## config.mk

```make
export PLATFORM = sky130hd
export DESIGN_NAME = rix_ret_exec
export DESIGN_NICKNAME = d
export VERILOG_FILES = /design/src/rix_pkg.sv /design/src/rix_stack_if.sv /design/src/rix_stack.sv /design/src/rix_ret_exec.sv
export SDC_FILE = /design/constraint.sdc
export NUM_CORES = 1
export LEC_CHECK = 0
export ABC_CLOCK_PERIOD_IN_PS = 4100
export BUFFER_PORTS_ARGS = -buffer_cell sky130_fd_sc_hd__buf_2
export CORE_AREA = 5 5 140 142
export CTS_CLUSTER_DIAMETER = 60
export DETAILED_ROUTE_END_ITERATION = 8
export DIE_AREA = 0 0 145 147
export PLACE_DENSITY = 0.85
export SYNTH_ARGS = -nofsm -noshare
export SYNTH_HDL_FRONTEND = slang
export SYNTH_SLANG_ARGS = --single-unit
```

## constraint.sdc

```tcl
create_clock -name clk -period 4.1 [get_ports clk]
set_input_delay 0.82 -clock clk [delete_from_list [all_inputs] [get_ports clk]]
set_output_delay 0.82 -clock clk [all_outputs]
set_load 0.005 [all_outputs]
```

## src/rix_pkg.sv

```systemverilog
package rix_pkg;
  localparam int unsigned PC_W = 15;
  localparam int unsigned OP_W = 14;
  localparam int unsigned STACK_DEPTH = 16;
  // opcode encodings; the literal form carries k in bits 7:0
  localparam logic [13:0] OPC_RETURN = 14'h0008;
  localparam logic [13:0] OPC_RET_INT = 14'h0009;
  localparam logic [5:0] OPC_RET_LIT_HI = 6'h0d;
  localparam int unsigned RET_LIT_HI_LSB = 8;
  localparam int unsigned INT_EN_BIT = 7;
  localparam logic [7:0] INTCTL_RESET = 8'h00;
  localparam logic [7:0] W_RESET = 8'h00;
  localparam logic [14:0] PC_RESET = 15'h0000;
  localparam int unsigned RET_CYCLES = 2;
  typedef enum logic [1:0] {
    RIX_KIND_NONE,
    RIX_KIND_RETURN,
    RIX_KIND_RET_INT,
    RIX_KIND_RET_LIT
  } rix_kind_t;
endpackage

```

## src/rix_stack_if.sv

```systemverilog
`timescale 1ns/1ns
`default_nettype none
interface rix_stack_if;
  logic push;
  logic [rix_pkg::PC_W-1:0] push_addr;
  logic pop;
  logic [rix_pkg::PC_W-1:0] top_entry;
  modport core (output push, output push_addr, output pop, input top_entry);
  modport mem (input push, input push_addr, input pop, output top_entry);
endinterface
`default_nettype wire

```

## src/rix_stack.sv

```systemverilog
`timescale 1ns/1ns
`default_nettype none
module rix_stack #(
  parameter int unsigned DEPTH = rix_pkg::STACK_DEPTH
) (
  // clock and reset
  input wire logic clk,
  input wire logic rst_n,
  // port to the core
  rix_stack_if.mem stk
);
  localparam int unsigned PW = $clog2(DEPTH);
  logic [rix_pkg::PC_W-1:0] mem_q [DEPTH];
  logic [PW-1:0] ptr_q;
  logic [PW-1:0] ptr_d;
  logic [rix_pkg::PC_W-1:0] top_q;
  logic [rix_pkg::PC_W-1:0] top_d;

  // pointer wraps: overflow/underflow handling lives elsewhere
  always_comb begin
    ptr_d = ptr_q;
    top_d = top_q;
    if (stk.pop) begin
      ptr_d = ptr_q - PW'(1);
      top_d = mem_q[ptr_q - PW'(1)];
    end else if (stk.push) begin
      ptr_d = ptr_q + PW'(1);
    end
  end

  always_ff @(posedge clk or negedge rst_n) begin
    if (!rst_n) begin
      ptr_q <= '0;
      top_q <= rix_pkg::PC_RESET;
    end else begin
      ptr_q <= ptr_d;
      top_q <= top_d;
    end
  end

  // storage has no reset, so it maps onto a plain ram
  always_ff @(posedge clk) begin
    if (stk.push && !stk.pop) begin
      mem_q[ptr_q] <= stk.push_addr;
    end
  end

  assign stk.top_entry = top_q;
endmodule
`default_nettype wire

```

## src/rix_ret_exec.sv

```systemverilog
// Function
// - return-from-interrupt pops the stack and loads the PC with the popped entry.
// - return-from-interrupt sets global interrupt enable, bit 7 of interrupt control.
// - return-from-interrupt is one word and takes exactly two cycles.
// - subroutine return pops stack into PC, two cycles, interrupt enable untouched.
// - literal return writes its 8-bit immediate into the working register.
// - literal return also pops stack into PC, two cycles, one word.
`timescale 1ns/1ns
`default_nettype none
module rix_ret_exec #(
  parameter logic [13:0] OPC_RETURN = rix_pkg::OPC_RETURN,
  parameter logic [13:0] OPC_RET_INT = rix_pkg::OPC_RET_INT,
  parameter logic [5:0] OPC_RET_LIT_HI = rix_pkg::OPC_RET_LIT_HI,
  parameter int unsigned STACK_DEPTH = rix_pkg::STACK_DEPTH
) (
  // clock and reset
  input wire logic clk,
  input wire logic rst_n,
  // instruction from the decoder
  input wire logic instr_valid,
  input wire logic [rix_pkg::OP_W-1:0] instr_word,
  // stack push from call or interrupt entry
  input wire logic call_push,
  input wire logic [rix_pkg::PC_W-1:0] call_addr,
  // interrupt entry clears the enable
  input wire logic int_enable_clr,
  // results
  output logic busy,
  output logic pc_load,
  output logic [rix_pkg::PC_W-1:0] pc_value,
  output logic fetch_flush,
  output logic w_load,
  output logic [7:0] w_value,
  output logic [7:0] interrupt_control_reg,
  output logic global_interrupt_enable
);
  typedef enum logic {RIX_IDLE, RIX_SECOND} rix_state_t;

  rix_state_t state_q;
  rix_state_t state_d;
  rix_pkg::rix_kind_t kind_q;
  rix_pkg::rix_kind_t kind_d;
  logic [7:0] lit_q;
  logic [7:0] lit_d;
  logic busy_q;
  logic busy_d;
  logic pc_load_q;
  logic pc_load_d;
  logic [rix_pkg::PC_W-1:0] pc_q;
  logic [rix_pkg::PC_W-1:0] pc_d;
  logic flush_q;
  logic flush_d;
  logic w_load_q;
  logic w_load_d;
  logic [7:0] w_q;
  logic [7:0] w_d;
  logic [7:0] intctl_q;
  logic [7:0] intctl_d;
  rix_pkg::rix_kind_t dec_kind;
  logic finish_lit;
  logic finish_int;

  rix_stack_if stk ();

  rix_stack #(
    .DEPTH(STACK_DEPTH)
  ) u_stack (
    .clk(clk),
    .rst_n(rst_n),
    .stk(stk)
  );

  // any other opcode is left to the rest of the core
  function automatic rix_pkg::rix_kind_t decode(input logic [13:0] op);
    if (op == OPC_RET_INT) begin
      decode = rix_pkg::RIX_KIND_RET_INT;
    end else if (op == OPC_RETURN) begin
      decode = rix_pkg::RIX_KIND_RETURN;
    end else if (op[13:rix_pkg::RET_LIT_HI_LSB] == OPC_RET_LIT_HI) begin
      decode = rix_pkg::RIX_KIND_RET_LIT;
    end else begin
      decode = rix_pkg::RIX_KIND_NONE;
    end
  endfunction

  // true in the cycle that finishes a return of the wanted kind
  function automatic logic finishing(input rix_state_t st, input rix_pkg::rix_kind_t kd,
                                     input rix_pkg::rix_kind_t want);
    finishing = (st == RIX_SECOND) && (kd == want);
  endfunction

  assign dec_kind = decode(instr_word);
  assign finish_lit = finishing(state_q, kind_q, rix_pkg::RIX_KIND_RET_LIT);
  assign finish_int = finishing(state_q, kind_q, rix_pkg::RIX_KIND_RET_INT);

  // a return accepted while idle pops at once; a call push counts only when idle with no pop, otherwise it is dropped
  assign stk.pop = (state_q == RIX_IDLE) && instr_valid
                   && (dec_kind != rix_pkg::RIX_KIND_NONE);
  assign stk.push = call_push && (state_q == RIX_IDLE) && !stk.pop;
  assign stk.push_addr = call_addr;

  // sequencer: one busy cycle while the popped entry settles in the stack register
  // valid seen while busy is dropped, so the decoder must not expect it queued
  always_comb begin
    state_d = state_q;
    kind_d = kind_q;
    lit_d = lit_q;
    busy_d = 1'b0;
    unique case (state_q)
      RIX_IDLE: begin
        if (stk.pop) begin
          state_d = RIX_SECOND;
          kind_d = dec_kind;
          lit_d = instr_word[7:0];
          busy_d = 1'b1;
        end
      end
      RIX_SECOND: begin
        state_d = RIX_IDLE;
      end
    endcase
  end

  always_ff @(posedge clk or negedge rst_n) begin
    if (!rst_n) begin
      state_q <= RIX_IDLE;
      kind_q <= rix_pkg::RIX_KIND_NONE;
      lit_q <= 8'h00;
      busy_q <= 1'b0;
    end else begin
      state_q <= state_d;
      kind_q <= kind_d;
      lit_q <= lit_d;
      busy_q <= busy_d;
    end
  end

  // program counter: popped entry is in the stack's output register now
  always_comb begin
    pc_load_d = 1'b0;
    pc_d = pc_q;
    flush_d = 1'b0;
    if (state_q == RIX_SECOND) begin
      pc_load_d = 1'b1;
      pc_d = stk.top_entry;
      flush_d = 1'b1;
    end
  end

  always_ff @(posedge clk or negedge rst_n) begin
    if (!rst_n) begin
      pc_load_q <= 1'b0;
      pc_q <= rix_pkg::PC_RESET;
      flush_q <= 1'b0;
    end else begin
      pc_load_q <= pc_load_d;
      pc_q <= pc_d;
      flush_q <= flush_d;
    end
  end

  // working register: only the literal form writes it
  always_comb begin
    w_load_d = 1'b0;
    w_d = w_q;
    if (finish_lit) begin
      w_load_d = 1'b1;
      w_d = lit_q;
    end
  end

  always_ff @(posedge clk or negedge rst_n) begin
    if (!rst_n) begin
      w_load_q <= 1'b0;
      w_q <= rix_pkg::W_RESET;
    end else begin
      w_load_q <= w_load_d;
      w_q <= w_d;
    end
  end

  // set from the return wins over a clear in the same cycle
  // so an interrupt entry in that edge waits for the next clear
  always_comb begin
    intctl_d = intctl_q;
    if (finish_int) begin
      intctl_d[rix_pkg::INT_EN_BIT] = 1'b1;
    end else if (int_enable_clr) begin
      intctl_d[rix_pkg::INT_EN_BIT] = 1'b0;
    end
  end

  always_ff @(posedge clk or negedge rst_n) begin
    if (!rst_n) begin
      intctl_q <= rix_pkg::INTCTL_RESET;
    end else begin
      intctl_q <= intctl_d;
    end
  end

  // no status flag output exists: returns cannot touch them
  assign busy = busy_q;
  assign pc_load = pc_load_q;
  assign pc_value = pc_q;
  assign fetch_flush = flush_q;
  assign w_load = w_load_q;
  assign w_value = w_q;
  assign interrupt_control_reg = intctl_q;
  assign global_interrupt_enable = intctl_q[rix_pkg::INT_EN_BIT];
endmodule
`default_nettype wire

```

; ---- Word-level counts from Yosys, hierarchy flattened
; Memories as Yosys holds them, arrays and structs flattened. A register that Yosys moved wholly into a read port is not among the register bits.
; Cells that the tools add are included.
[classes]
n_addsub = 2
mul = 0
div = 0
order_cmp = 0
eq_ne = 5
n_shift = 0
mux = 14
n_bitwise = 1
reduce_logical = 13
[ops]
columns = cell, n
row1 = 14-bit by 4-bit == test with 1-bit output (second input constant), 2
row2 = 1-bit 2-to-1 mux, 8
row3 = 4-bit 2-to-1 mux, 2
row4 = 1-bit logical AND, 7
row5 = 6-bit by 4-bit == test with 1-bit output (second input constant), 1
row6 = 2-bit 2-to-1 mux, 3
row7 = 2-bit nonzero test, 3
row8 = 4-bit by 1-bit adder with 4-bit output (second input constant), 1
row9 = 2-bit == test (second input constant), 2
row10 = 4-bit by 1-bit subtractor with 4-bit output (second input constant), 1
row11 = 1-bit zero test, 2
row12 = 1-bit one-hot mux with 2 select lines, 1
row13 = 2-bit AND reduction, 1
row14 = 1-bit NOT, 1
[word_totals]
reg_bits = 42
latchBits = 0
mem_bits_rw = 240
rom_bits = 0
in_bits = 34
elab_cells = 46
n_memories = 1
[memory_table]
columns = name, words, width, rd, rd_clocked_by_memory_dff, write_ports, line_no
row1 = u_stack.mem_q, 16, 15, 1, 1, 1, rix_stack.sv:13  ; logic [rix_pkg::PC_W-1:0] mem_q [DEPTH];

; ---- Logic depth before layout (Yosys ltp)
; Gate-level depths: netlist of the first run.
[logic_depth]
word_depth = 11
mapped_depth = 11
depth_no_buf = 7

; ---- By module
; Synthesis of the first run repeated with hierarchy kept, for this count alone.
[unflattened]
hier_cells = 637
area_unflattened_um2 = 11606.1
[by_module_without_submodules]
columns = module, n_inst, cells_each, area_per_inst_um2, seq_area_each_um2
row1 = rix_stack, 1, 535, 10087.2, 7682.4
row2 = rix_ret_exec, 1, 102, 1519.0, 925.9

; ---- Least setup slack after synthesis of the first run
; No wires, ideal clock.
[synth_path]
kind = input -> register
startpoint = in instr_word[3] in the netlist's numbering
endpoint = mem u_stack.mem_q[3][0] in the netlist's numbering (enable)
setup_time_ps = 406
arrival_time_ps = 2706
path_slack_ps = 988
stages = 5
path_buffers = 0
path_cell_list = nor4b_1 and4_1 o21ai_2 nand3_1 nor3_1
[synth_between]
elab_chain_cells = 10
word_cells_on_any_way = 11
[synth_lines]
columns = element, line_no
row1 = start: declaration, rix_ret_exec.sv:21  ; input wire logic [rix_pkg::OP_W-1:0] instr_word,
row2 = 14-bit by 4-bit == test with 1-bit output, rix_ret_exec.sv:77  ; end else if (op == OPC_RETURN) begin
row3 = 2-bit 2-to-1 mux, rix_ret_exec.sv:77
row4 = 2-bit 2-to-1 mux *, rix_ret_exec.sv:75  ; if (op == OPC_RET_INT) begin
row5 = 2-bit nonzero test *, rix_ret_exec.sv:98  ; && (dec_kind != rix_pkg::RIX_KIND_NONE);
row6 = 1-bit logical AND *, rix_ret_exec.sv:98
row7 = 1-bit zero test *, "rix_stack.sv:43, rix_ret_exec.sv:99"
row8 = 1-bit logical AND, rix_ret_exec.sv:99  ; assign stk.push = call_push && (state_q == RIX_IDLE) && !stk.pop;
row9 = 1-bit logical AND *, rix_stack.sv:43  ; if (stk.push && !stk.pop) begin
row10 = 1-bit 2-to-1 mux *, rix_stack.sv:43
row11 = 1-bit 2-to-1 mux (not written as such) *, rix_stack.sv:44  ; mem_q[ptr_q] <= stk.push_addr;
row12 = end: declaration, rix_stack.sv:13
; Mark *: on every way between the ends. The rest lies on a longest branch, timed or not.

==> results.md, run 1 <==
- The run finished with clean final reports.
- The aggregate global routing overflow is 0.
- STA classifies the critical path startpoint as a flop.
- After clock tree synthesis, the setup repair step added 0 buffers.
- The clock period minus final worst setup slack is 3.03 ns.
- The initial antenna violation count is 0.
- The path class of the tightest hold or removal check is in2async.
- The first-pass detailed-route iteration total is 5.
- The later pin in the worst-skew pair is clocked with a latency of 0.55 ns.
- On the final layout, the worst clock skew is 0.0231 ns.
- The async set-reset flop share out of synthesis is 18.9%.
- In this run, flip-flops and latches consume 42.4% of the power.
- The worst pin sits at a relative slew slack of 28.3%.
- In the final design database the tool counted 701 nets.
- The buffer levels on the longest clock path is 3.
- Based on the critical path, the design can be clocked at up to roughly 0.33 GHz.
- The critical path data required time is 4.35 ns.
- Max-cap violations in this run came to 0.
- After floorplanning, the core was divided into 50 placement rows.
- The routability congestion estimate from global placement is approximately 0.83.
- The clock net sink count is 296.
- The biggest area contributor in the post-synthesis netlist is edfxtp_1.
- TritonCTS built the clock tree.
- The number of buffers inserted during clock tree synthesis is 28.
- The flop and latch count out of synthesis is about 300.
- The average instance in the mapped netlist occupies 20.3 um2.
- The sequential element share of the synthesized area is 74.0%.
- In this run the worst path has a maximum fanout of 24.
- The floorplan step defined a core boundary enclosing 0.0183 mm2.
- The number of distinct library cells after synthesis is 40.
- The number of setup violations in the final report is 0.
- The number of flops mapped to enable cells by yosys is 240.
- The worst-case vdd ir drop is just over 0.0005 V.
- edfxtp_1 is the most common cell in the netlist.
- The final hold violation count is 0.
- The critical path data arrival time is 3.28 ns.
- The category of the worst setup path capture point is a flop.
- The initial core utilization is 63.5%.
- The detail route stage leaves a number of antenna-violating nets equal to 0.
- Input and output buffers added on the ports amount to between 60 and 70.
- The path depth of the worst reg2reg path is 4.
- The overall via count from detail_route is about 6,000.
- The chip height is 147 um.
- The post-CTS clock slew at the launch and capture registers of the worst setup and hold paths is 0.06 ns.
- The number of global-route vias before repair is between 6,000 and 7,000.
- The clock network fraction of design power is 26.5%.
- The full die area is roughly 0.021 mm2.
- The combinational power share is a little under a third.
- In this run, the number of DRC markers left after iteration 0 of detailed routing was 659.
- The register with the most flip-flops is u_stack.mem_q.
- The detail-routed via count per cell is 6.43.
- The net switching component of the power is around 0.0027 W.
- After layout, the worst path uses about three quarters of the clock period.
- After synthesis, the most frequently instantiated cells are 240 x edfxtp_1, 56 x dfrtp_1, 51 x mux4_2, 47 x mux2i_1, 31 x mux2_2.
- The largest net degree at the start of global routing is 36.
- The HPWL reported at the end of detailed placement is approximately 14,000 um.
- The overall die width is around 150 um.
- Summed over its instances, the top area cell type makes up 61.9% of the synthesized netlist area.
- Compared with the post-synthesis result, the final layout area differs by 12.7%.
- Ranked by total cell area, the synthesized netlist is headed by edfxtp_1 62%, dfrtp_1 12%, mux4_2 9.9%, mux2i_1 4.0%, mux2_2 3.0%.
- The tree is rooted in a clkbuf_16.
- The internal power of the cells totals between 0.006 and 0.007 W.
- Setup repair after global routing left no endpoint under its margin.
- The instance count of the mapped netlist is 573.
- The number of resized instances in the post-cts repair step is 0.
- The H-tree level count is 1.
- The hold buffer count at cts is 0.
- The leakage power is a little under 5 nW.
- Among all flip-flop cells after synthesis, the most frequent one is edfxtp_1.
- The global routing usage summed across all routing layers is 22.7%.
- The post-synthesis instance area is 0.0116 mm2.
- The number of pins with negative max-slew slack in the final report was 0.
- The start-to-end type of the worst setup path is reg2reg.
- The end-of-flow core utilization is 71.6%.
- The number of flip-flops under the largest register name is 240.
- 0 antenna diodes ended up in the layout.
- The aggregate negative setup slack is 0 ns.
- Of the cells placed in the final design, the portion with a size suffix greater than 1 is around a third.
- Net switching is 30.4% of the power.
- After detailed routing, the average wire length per cell comes to 26.3 um.
- At the pin with the least slew margin, the transition time is 1.08 ns.
- The power density of the placed cells is 675 mW/mm2.
- The count of boundary I/O pins is 70.
- The first global-routing pass estimated around 37,000 um of wire.
- For this run, design rule violations remaining after detail routing come to 0.
- The total number of yosys warnings is 0.
- The final wirelength is 24,100 um.
## critical path: stages (launching register included)
cell and delay [ns]:
dfrtp_1 0.78, nor2b_1 0.64, nand3_1 0.34, nor2_1 0.65
buf_4 0.31
## power by group through the flow
stage                     Sequential (W)  Combinational (W)  Clock [W]
after floorplan                  0.00372            0.00206          0
after global routing             0.00377            0.00294    0.00253
after CTS                        0.00375            0.00278    0.00238
final                            0.00375            0.00275    0.00235
after detailed placement         0.00380            0.00273          0
after global placement           0.00377            0.00263          0
## worst paths after layout
check | start | end | slack (ns)
worst max register to register | busy$_DFF_PN0_ | u_stack.mem_q[7][14]$_DFFE_PP_ | 1.07
worst max-delay path | busy$_DFF_PN0_ | u_stack.mem_q[7][14]$_DFFE_PP_ | 1.07
max in group asynchronous | rst_n | u_stack.stk.top_entry[10]$_DFFE_PN0P_ | 2.89
min in group clk | int_enable_clr | interrupt_control_reg[7]$_DFFE_PN0P_ | 0.49
worst min-delay path | rst_n | u_stack.stk.top_entry[1]$_DFFE_PN0P_ | 0.38
worst min register to register | kind_q[0]$_DFFE_PN0P_ | interrupt_control_reg[7]$_DFFE_PN0P_ | 0.50
## cells in the final DEF, fill, tap and decap left out, types with 6 or more instances in the layout
| master | netlist | layout |
|---|---|---|
| clkbuf_16 | 0 | 28 |
| mux2_2 | 31 | 31 |
| buf_4 | 11 | 27 |
| clkinv_1 | 0 | 6 |
| inv_1 | 7 | 7 |
| mux2i_1 | 47 | 47 |
| clkbuf_1 | 9 | 7 |
| o21ai_1 | 12 | 12 |
| dfrtp_1 | 56 | 55 |
| nor2_1 | 30 | 30 |
| nand2_1 | 7 | 7 |
| conb_1 | 1 | 7 |
| mux4_1 | 9 | 9 |
| mux4_2 | 51 | 51 |
| edfxtp_1 | 240 | 240 |
| buf_2 | 8 | 62 |
## logic make-up after synthesis
family                   after synthesis  synth area share, %
flip-flops                           296                 74.0
AO/OA/AOI/OAI                         27                 1.37
buffers and inverters                 44                 2.38
AND/OR/NAND/NOR                       59                 2.36
XOR/XNOR                               3                0.387
multiplexers                         138                 19.0
other                                  1               0.0322
adder cells (fa/ha/maj)                5                0.538
## final cells by class
class / count / area, um2
sequential: 296 / 8610
fill: 1040 / 5210
multi-input combinational: 239 / 2810
clock buffer: 38 / 768
timing repair buffer: 90 / 533
tap: 234 / 293
clock inverter: 13 / 71.3
inverter: 7 / 26.3
## metal layers
layer	vias to the layer above	routed length [um]	track usage, %
li1	2455	-	-
met1	3016	9170	32.1
met2	351	12000	36.7
met3	75	2190	4.13
met4	0	806	7.02
met5	-	0	0
## metrics by stage
stage	area (um2)	hold WS, ns	power (W)	setup WS [ns]	cells
2_1_floorplan	11700	0.446	0.00579	0.988	579
3_3_place_gp	12300	0.465	0.00641	1.10	866
3_5_place_dp	12300	0.479	0.00653	0.955	866
4_1_cts	13100	0.383	0.00891	1.12	917
5_1_grt	13100	0.424	0.00924	0.988	917
6_report	13100	0.379	0.00886	1.07	917
Note: power is estimated with default switching activity, not from simulation.
==> run 2: changes to the inputs <==
ABC_AREA = 1   (was not set)
ABC_CLOCK_PERIOD_IN_PS = 2680   (was 4100)
CORE_AREA = 5 5 154 156   (was 5 5 140 142)
DIE_AREA = 0 0 159 161   (was 0 0 145 147)
PLACE_DENSITY = 0.76   (was 0.85)
clock period = 2.68 ns   (was 4.1 ns; I/O delays follow)
==> run 2 against run 1 <==
Effect of this change: worst hold slack got worse by 0.19 ns; wire length increased by 10%; fmax increased by 39%; first-iteration DRC count increased by 26%; register-to-register slack got worse by 0.57 ns; clock skew decreased by 0.014 ns; utilization decreased by 9.5 points; clock power increased by 73%.
==> results.md, run 2 <==
- The run finished with clean final reports.
- After synthesis, the share of flip-flops with an asynchronous set or reset is 18.9%.
- After the first detailed-routing iteration, the DRC count stood at 833.
- The number of distinct library cells after synthesis is 31.
- After detailed routing, the number of remaining DRC violations is 0.
- The category of the worst setup path capture point is a flop.
- The combinational power share is 28.9%.
- In this run the standard cell core region covers roughly 0.022 mm2.
- Of the total power, registers draw between 40 and 50%.
- The overall via count from detail_route is 7,911.
- The post-route netlist has 16.0% of its cells at a drive strength greater than 1.
- Measured along the y axis, the die boundary spans 161 um.
- The detail-routed via count per cell is 5.70.
- The area overhead of the layout relative to synthesis is 14.8%.
- The total power is 0.0137 W.
- The count of boundary I/O pins is 70.
- The register with the most flip-flops in the layout has 240 of them.
- Across every metal layer, demand over resource in global routing totals ~20%.
- Setup violations remaining at the end of the flow were counted as 0.
- The register with the most flip-flops is u_stack.mem_q.
- The die covers ~0.026 mm2.
- The post-CTS clock slew at the launch and capture registers of the worst setup and hold paths is 0.06 ns.
- In this run the post-CTS setup repair buffer count came out at 0.
- The site row count is 55.
- The aggregate global routing overflow is 0.
- The largest single stage delay on the critical path is 0.53 ns.
- The library cells used most frequently in the layout, excluding fill and tap cells, are 240 x edfxtp_1, 191 x nor2_1, 147 x nand2_1.
- The end-of-flow core utilization is 62.0%.
- The final hold violation count is 0.
- The Yosys step of the flow raised 0 warnings.
- The leakage power is roughly 5.2 nW.
- The fraction of the cycle the final worst path needs is 81.3%.
- The startpoint of the lowest-slack hold path is int_enable_clr.
- The startpoint identified for the worst register-to-register timing path is u_stack.ptr_q[1]$_DFFE_PN0P_.
- The clock tree from TritonCTS is yes.
- The final wirelength is roughly 27,000 um.
- The path category of the worst min-delay check is in2reg.
- Summing the sequential cell areas from Yosys gives 71.7% of the chip area.
- The leading cell type in the layout, fill and taps excluded is edfxtp_1.
- Internal power comes to 0.00921 W.
- Input and output buffers added on the ports amount to slightly above 60.
- Summed over all nets, the switching power comes to 0.00450 W.
- In this run the worst setup path begins at u_stack.ptr_q[1]$_DFFE_PN0P_.
- The antenna cell count is 0.
- The initial core utilization is roughly 54%.
- Per report_power, the clock group accounts for 29.7% of the total.
- The initial antenna violation count is 0.
- The transition time of the tightest slew-check pin is 0.681 ns.
- Among all cell types in the netlist, the one instantiated most often is edfxtp_1.
- The HPWL reported at the end of detailed placement is between 15,000 and 20,000 um.
- STA classifies the critical path startpoint as a flop.
- The number of resized instances in the post-cts repair step is 0.
- Counting cells, the worst reg-to-reg path comes to 9.
- Counting every instance in the synthesized netlist gives 1,006.
- The family with the most delay on the worst path is adder cells.
- The endpoint identified for the worst register-to-register timing path is u_stack.stk.top_entry[7]$_DFFE_PN0P_.
- The wire length per cell after detailed routing is 19.1 um.
- For this design the ratio of total power to cell area is 994 mW/mm2.
- The setup skew after layout is 0.00934 ns.
- Static timing analysis puts the maximum clock frequency at about 0.46 GHz.
- The finished layout cell area is between 0.01 and 0.015 mm2.
- The worst register-to-register path has a setup slack of 0.50 ns.
- The routability congestion estimate from global placement is around 0.82.
- The number of nets with antenna violations after routing is 0.
- The number of pins with negative max-slew slack in the final report is 0.
- The worst-case vdd ir drop is 0.000643 V.
- The buffer type at the clock tree root is clkbuf_16.
- The H-tree level count is 1.
- The final-stage net count is between 1,000 and 1,500.
- The critical path data arrival time is 2.65 ns.
- Counting along the longest clock path gives a buffer depth of 3.
- The critical path data required time is 3.16 ns.
- The first global-routing pass estimated 42,200 um of wire.
- The critical path buffer and inverter count is 2.
- In this run switching power makes up between 30 and 40% of total power.
- The cell area reported after detailed placement is around 0.013 mm2.
- By area the synthesized netlist is led by edfxtp_1 60%, dfrtp_1 12%, nor2_1 6.0%, nand2_1 4.6%, o211ai_1 3.6%.
- In this run, CTS created clock tree buffers numbering 29.
- The relative max-transition margin is 54.6%.
- The start-to-end type of the worst setup path is reg2reg.
- The aggregate negative setup slack is 0 ns.
- The number of flops mapped to enable cells by yosys is 240.
- Setup repair after global routing left no endpoint under its margin.
- In this run the worst path has a maximum fanout of 40.
- The area share of the largest cell type after synthesis is between 50% and 60%.
- The first-pass detailed-route iteration total is 5.
- In this design, the critical path's most frequently occurring cell is nand2_1.
- The largest net degree at the start of global routing is 123.
- The post-synthesis instance area is 0.0120 mm2.
- The clock net sink count is ~300.
- The number of global-route vias before repair was 7,472.
- By count the netlist is led by 240 x edfxtp_1, 191 x nor2_1, 147 x nand2_1, 77 x o21ai_0, 60 x o21ai_1.
- The average cell area after synthesis is 11.9 um2.
- The tool flagged a number of max-cap violations equal to 0.
- The overall die width is 159 um.
- The later pin in the worst-skew pair is clocked with a latency of about 0.54 ns.
- The most used flip-flop cell after synthesis is edfxtp_1.
- The synthesized design spends more area on one cell type than any other, namely edfxtp_1.
- The flop and latch count out of synthesis is between 200 and 300.
- The finished layout holds around 1,400 standard cells, fillers aside.
- Counting tap cells, the placed design contains a total of between 1,000 and 1,500 instances.
- The critical path crosses 9 cells after its start point.
- The signal on the critical path passes through inv_1, ha_4, buf_12, o21ai_0, o211ai_1, nand3_1, nand2_1, nand2_1, nand2_1.
- The library cell contributing the largest single delay on the critical path is ha_4.
- The worst setup path endpoint is u_stack.stk.top_entry[7]$_DFFE_PN0P_.
- The clock period minus final worst setup slack is approximately 2.2 ns.
run 2: worst min path at each step:
| stage | endpoint | cells past startpoint |
|---|---|---|
| after global placement | pc_value[12]$_DFFE_PN0P_ | 2 |
| after floorplan | busy$_DFF_PN0_ | 0 |
| after CTS | interrupt_control_reg[7]$_DFFE_PN0P_ | 2 |
| final | interrupt_control_reg[7]$_DFFE_PN0P_ | 2 |
| after global routing | interrupt_control_reg[7]$_DFFE_PN0P_ | 2 |
| after detailed placement | pc_value[1]$_DFFE_PN0P_ | 2 |
run 2: power by group through the flow:
stage	clock [W]	sequential, W	combinational, W
detailed placement	0	0.00577	0.00391
CTS	0.00413	0.00568	0.00394
global route	0.00435	0.00572	0.00438
floorplan	0	0.00569	0.00262
global placement	0	0.00576	0.00383
finish	0.00407	0.00569	0.00396
run 2: cell type report:
cell class,count,area [um2]
inverter,29,111
sequential,296,8610
fill,1705,8440
multi-input combinational,619,3030
clock buffer,39,783
tap,285,357
clock inverter,15,178
timing repair buffer,104,716
run 2: layer usage:
metal / vias up / track usage, % / share of wire (%)
met5: - / 0 / 0
met4: 0 / 4.42 / 1.8
met3: 41 / 3.93 / 8.1
met2: 331 / 32.0 / 47
met1: 3874 / 30.3 / 43
li1: 3665 / - / -
run 2: metrics by stage:
stage | hold slack (ns) | setup slack, ns
after global placement | 0.449 | 0.361
after detailed placement | 0.454 | 0.305
after global routing | 0.195 | 0.308
final | 0.188 | 0.502
after floorplan | 0.240 | -0.0657
after CTS | 0.168 | 0.520
run 2: worst register-to-register path, stage by stage (launching register included):
cell and delay, ns:
dfrtp_1 0.43, inv_1 0.16, ha_4 0.53, buf_12 0.26
o21ai_0 0.14, o211ai_1 0.21, nand3_1 0.17, nand2_1 0.11
nand2_1 0.06, nand2_1 0.05
run 2: what timing repair did:
action	in CTS	in global routing
endpoints found under the setup margin	0	0
endpoints found under the hold margin	22	0
hold buffers	1	0
run 2: cells by family (layout without fill, tap and decap cells):
group / count (synthesis) / in the layout / share of synthesized area, %
adder cells (fa/ha/maj): 5 / 5 / 0.521
flip-flops: 296 / 296 / 71.7
AND/OR/NAND/NOR: 406 / 406 / 13.8
buffers and inverters: 97 / 187 / 4.08
XOR/XNOR: 4 / 4 / 0.510
other: 1 / 7 / 0.0312
AO/OA/AOI/OAI: 197 / 197 / 9.45
==> run 3: changes to the inputs <==
ABC_AREA = 0   (was 1)
ABC_CLOCK_PERIOD_IN_PS = 2000   (was 2680)
CORE_AREA = 5 5 153 155   (was 5 5 154 156)
DIE_AREA = 0 0 158 160   (was 0 0 159 161)
PLACE_DENSITY = 0.75   (was 0.76)
clock period = 2 ns   (was 2.68 ns; I/O delays follow)
==> run 3 against run 2 <==
Effect of this change: the flow now finishes with violations (setup timing); critical endpoint is now u_stack.stk.top_entry[0]$_DFFE_PN0P_; highest routed layer unchanged; worst hold slack worse by 0.12 ns; sequential cell count is the same; die area fell by 1.2%; wire length down 5.6%; global-route usage shrank 0.63 points; register-to-register slack lost 0.51 ns.
==> results.md, run 3 (synthesis gave the netlist of run 1 again) <==
- The number of nets with antenna violations after routing is 0.
- The checks that failed: setup timing.
- The transition time of the tightest slew-check pin is between 0.6 and 0.7 ns.
- The clock net sink count is about 300.
- The critical path data arrival time is 2.42 ns.
- The run finished, with violations left.
- The relative max-transition margin is 59.1%.
- The power density of the placed cells is 1510 mW/mm2.
- The chip height is 160 um.
- For this run the aggregate overflow at the end of global routing stands at 0.
- The number of setup violations in the final report is 5.
- The largest net degree at the start of global routing is 36.
- The area overhead of the layout relative to synthesis is 23.9%.
- The HPWL reported at the end of detailed placement is 15,000 um.
- The path category of the worst min-delay check is in2reg.
- The wire length per cell after detailed routing is approximately 25 um.
- After detailed routing, the number of remaining DRC violations is 0.
- The worst path in the final design needs a cycle of 2.01 ns, including I/O delays and setup.
- The worst-case vdd ir drop is 0.000839 V.
- The final-stage net count is around 750.
- The number of buffers inserted during clock tree synthesis is 29.
- Clock-pin slew was measured on the worst setup and hold paths at approximately 0.07 ns.
- The worst setup path is captured at a flop.
- For the worst setup path, the data required time is 2.41 ns.
- The overall die width is 158 um.
- The first global-routing pass estimated 37,800 um of wire.
- The start-to-end type of the worst setup path is reg2reg.
- The floorplan step defined a die boundary enclosing 0.0253 mm2.
- During I/O placement, the number of pins put on the boundary was 70.
- The worst setup slack after placement is -0.120 ns.
- The register with the most flip-flops is u_stack.mem_q.
- In this run the core area contains 54 standard-cell rows.
- In this run the worst path has a maximum fanout of 16.
- Leaving out fill and tap cells, the most frequent cell in the layout is edfxtp_1.
- In this run the clock root is driven by a clkbuf_16.
- The overall via count from detail_route is 5,951.
- Dividing the final minimum period by the clock period gives 101%.
- The clock tree from TritonCTS is yes.
- The final wirelength is roughly 25,000 um.
- In the layout the commonest cells are 240 x edfxtp_1, 62 x buf_2, 55 x dfrtp_1.
- For this configuration, the core starts out at a cell density of 53.6%.
- For this run, the slowest stage of the critical path takes 0.49 ns.
- The clock latency reported for the late side of the worst-skew pair is 0.53 ns.
- STA classifies the critical path startpoint as a flop.
- The global routing usage summed across all routing layers is between 10% and 20%.
- The least setup slack across all paths after layout is -0.0123 ns.
- The number of violations of the max-capacitance limit is 0.
- Using the TritonRoute via totals, the vias-per-cell ratio works out to approximately 6.
- The number of global-route vias before repair is around 6,300.
- The setup skew after layout is 0.0122 ns.
- Walking the worst path, the cells encountered are inv_6, ha_4, buf_12, mux4_2, mux2i_2, nor2_1, mux2i_1, o21ai_1.
- In this run the number of H-tree levels came out at 1.
- During placement, the flow inserted port buffers numbering 62.
- The initial antenna violation count is 1.
- The buffer levels on the longest clock path is 3.
- The first routing iteration left roughly 550 violations.
- The first-pass detailed-route iteration total is 7.
- Setup repair after global routing could not meet its margin everywhere.
- The aggregate negative setup slack is -0.0339 ns.
- The register with the most flip-flops in the layout has 240 of them.
- For this design the static power due to leakage is between 5 and 6 nW.
- On the critical path, the stage with the largest delay is an instance of dfrtp_4.
- The area inside the core boundary is 0.0217 mm2.
- Timing would allow up to 0.497 GHz.
- The final hold violation count is 0.
- The fraction of final layout cells sized beyond drive strength 1 is 42.1%.
- The number of pins with negative max-slew slack in the final report was 0.
- The congestion estimate from routability-driven global placement came to 0.816.
==> run 3: worst max-delay path, delay by kind of cell (launching register included) <==
kind	cells	cell delay, ns
AND/OR/NAND/NOR	1	0.07
adder cells (fa/ha/maj)	1	0.32
flip-flops	1	0.49
multiplexers	3	0.68
buffers and inverters	2	0.23
AO/OA/AOI/OAI	1	0.09
==> run 3: what timing repair did <==
action | in CTS | in global routing
endpoints found under the hold margin | 21 | 0
resized for setup | 24 | 10
gates cloned | 2 | 1
hold buffers | 1 | 0
pin swaps | 0 | 2
buffers inserted | 8 | 7
setup endpoints to repair | 90 | 31
==> run 3: power by group <==
part	switching (W)	total (W)	internal, W
logic	0.00411	0.00868	0.00456
registers	0.000280	0.00763	0.00735
clock network	0.00223	0.00549	0.00326
total	0.00662	0.0218	0.0152
==> run 3: path summary, 6_finish.rpt <==
path	cells past startpoint	slack [ns]	startpoint	endpoint
min	2	0.06	int_enable_clr	interrupt_control_reg[7]$_DFFE_PN0P_
min reg2reg	1	0.48	kind_q[0]$_DFFE_PN0P_	interrupt_control_reg[7]$_DFFE_PN0P_
max reg2reg	8	-0.01	u_stack.ptr_q[0]$_DFFE_PN0P_	u_stack.stk.top_entry[0]$_DFFE_PN0P_
max in group asynchronous	3	1.00	rst_n	w_load$_DFF_PN0_
max	8	-0.01	u_stack.ptr_q[0]$_DFFE_PN0P_	u_stack.stk.top_entry[0]$_DFFE_PN0P_
min in group asynchronous	2	0.41	rst_n	u_stack.ptr_q[0]$_DFFE_PN0P_
==> run 3: area by class of cell <==
cell class                      count  area (um2)
Clock buffer                       38         779
Tap cell                          280         350
Fill cell                        1354        7270
Timing Repair Buffer              135        1350
Antenna cell                        1        2.50
Clock inverter                     15         185
Inverter                            7        31.3
Multi-Input combinational cell    239        3100
Sequential cell                   296        8610
==> run 3: routing by layer <==
layer  routed length, um  vias to the layer above  share of wire (%)  track usage [%]
met5                   0                        -                  0                0
met4                 526                        0                2.1             4.89
met3                1750                       36                7.0             3.09
met2               12800                      261                 51             33.7
met1               10000                     3104                 40             27.0
li1                    -                     2550                  -                -
==> run 3: per-stage QoR <==
step                power (W)  utilization [%]  hold WS (ns)  instance area, um2  instances
finish                 0.0218             66.5        0.0636               14400       1011
CTS                    0.0215             66.0        0.0474               14300       1003
global placement       0.0147             60.3         0.409               13100        939
floorplan              0.0123                -         0.104               11900        579
global route           0.0227             66.5        0.0685               14400       1010
detailed placement     0.0149             60.3         0.431               13100        939
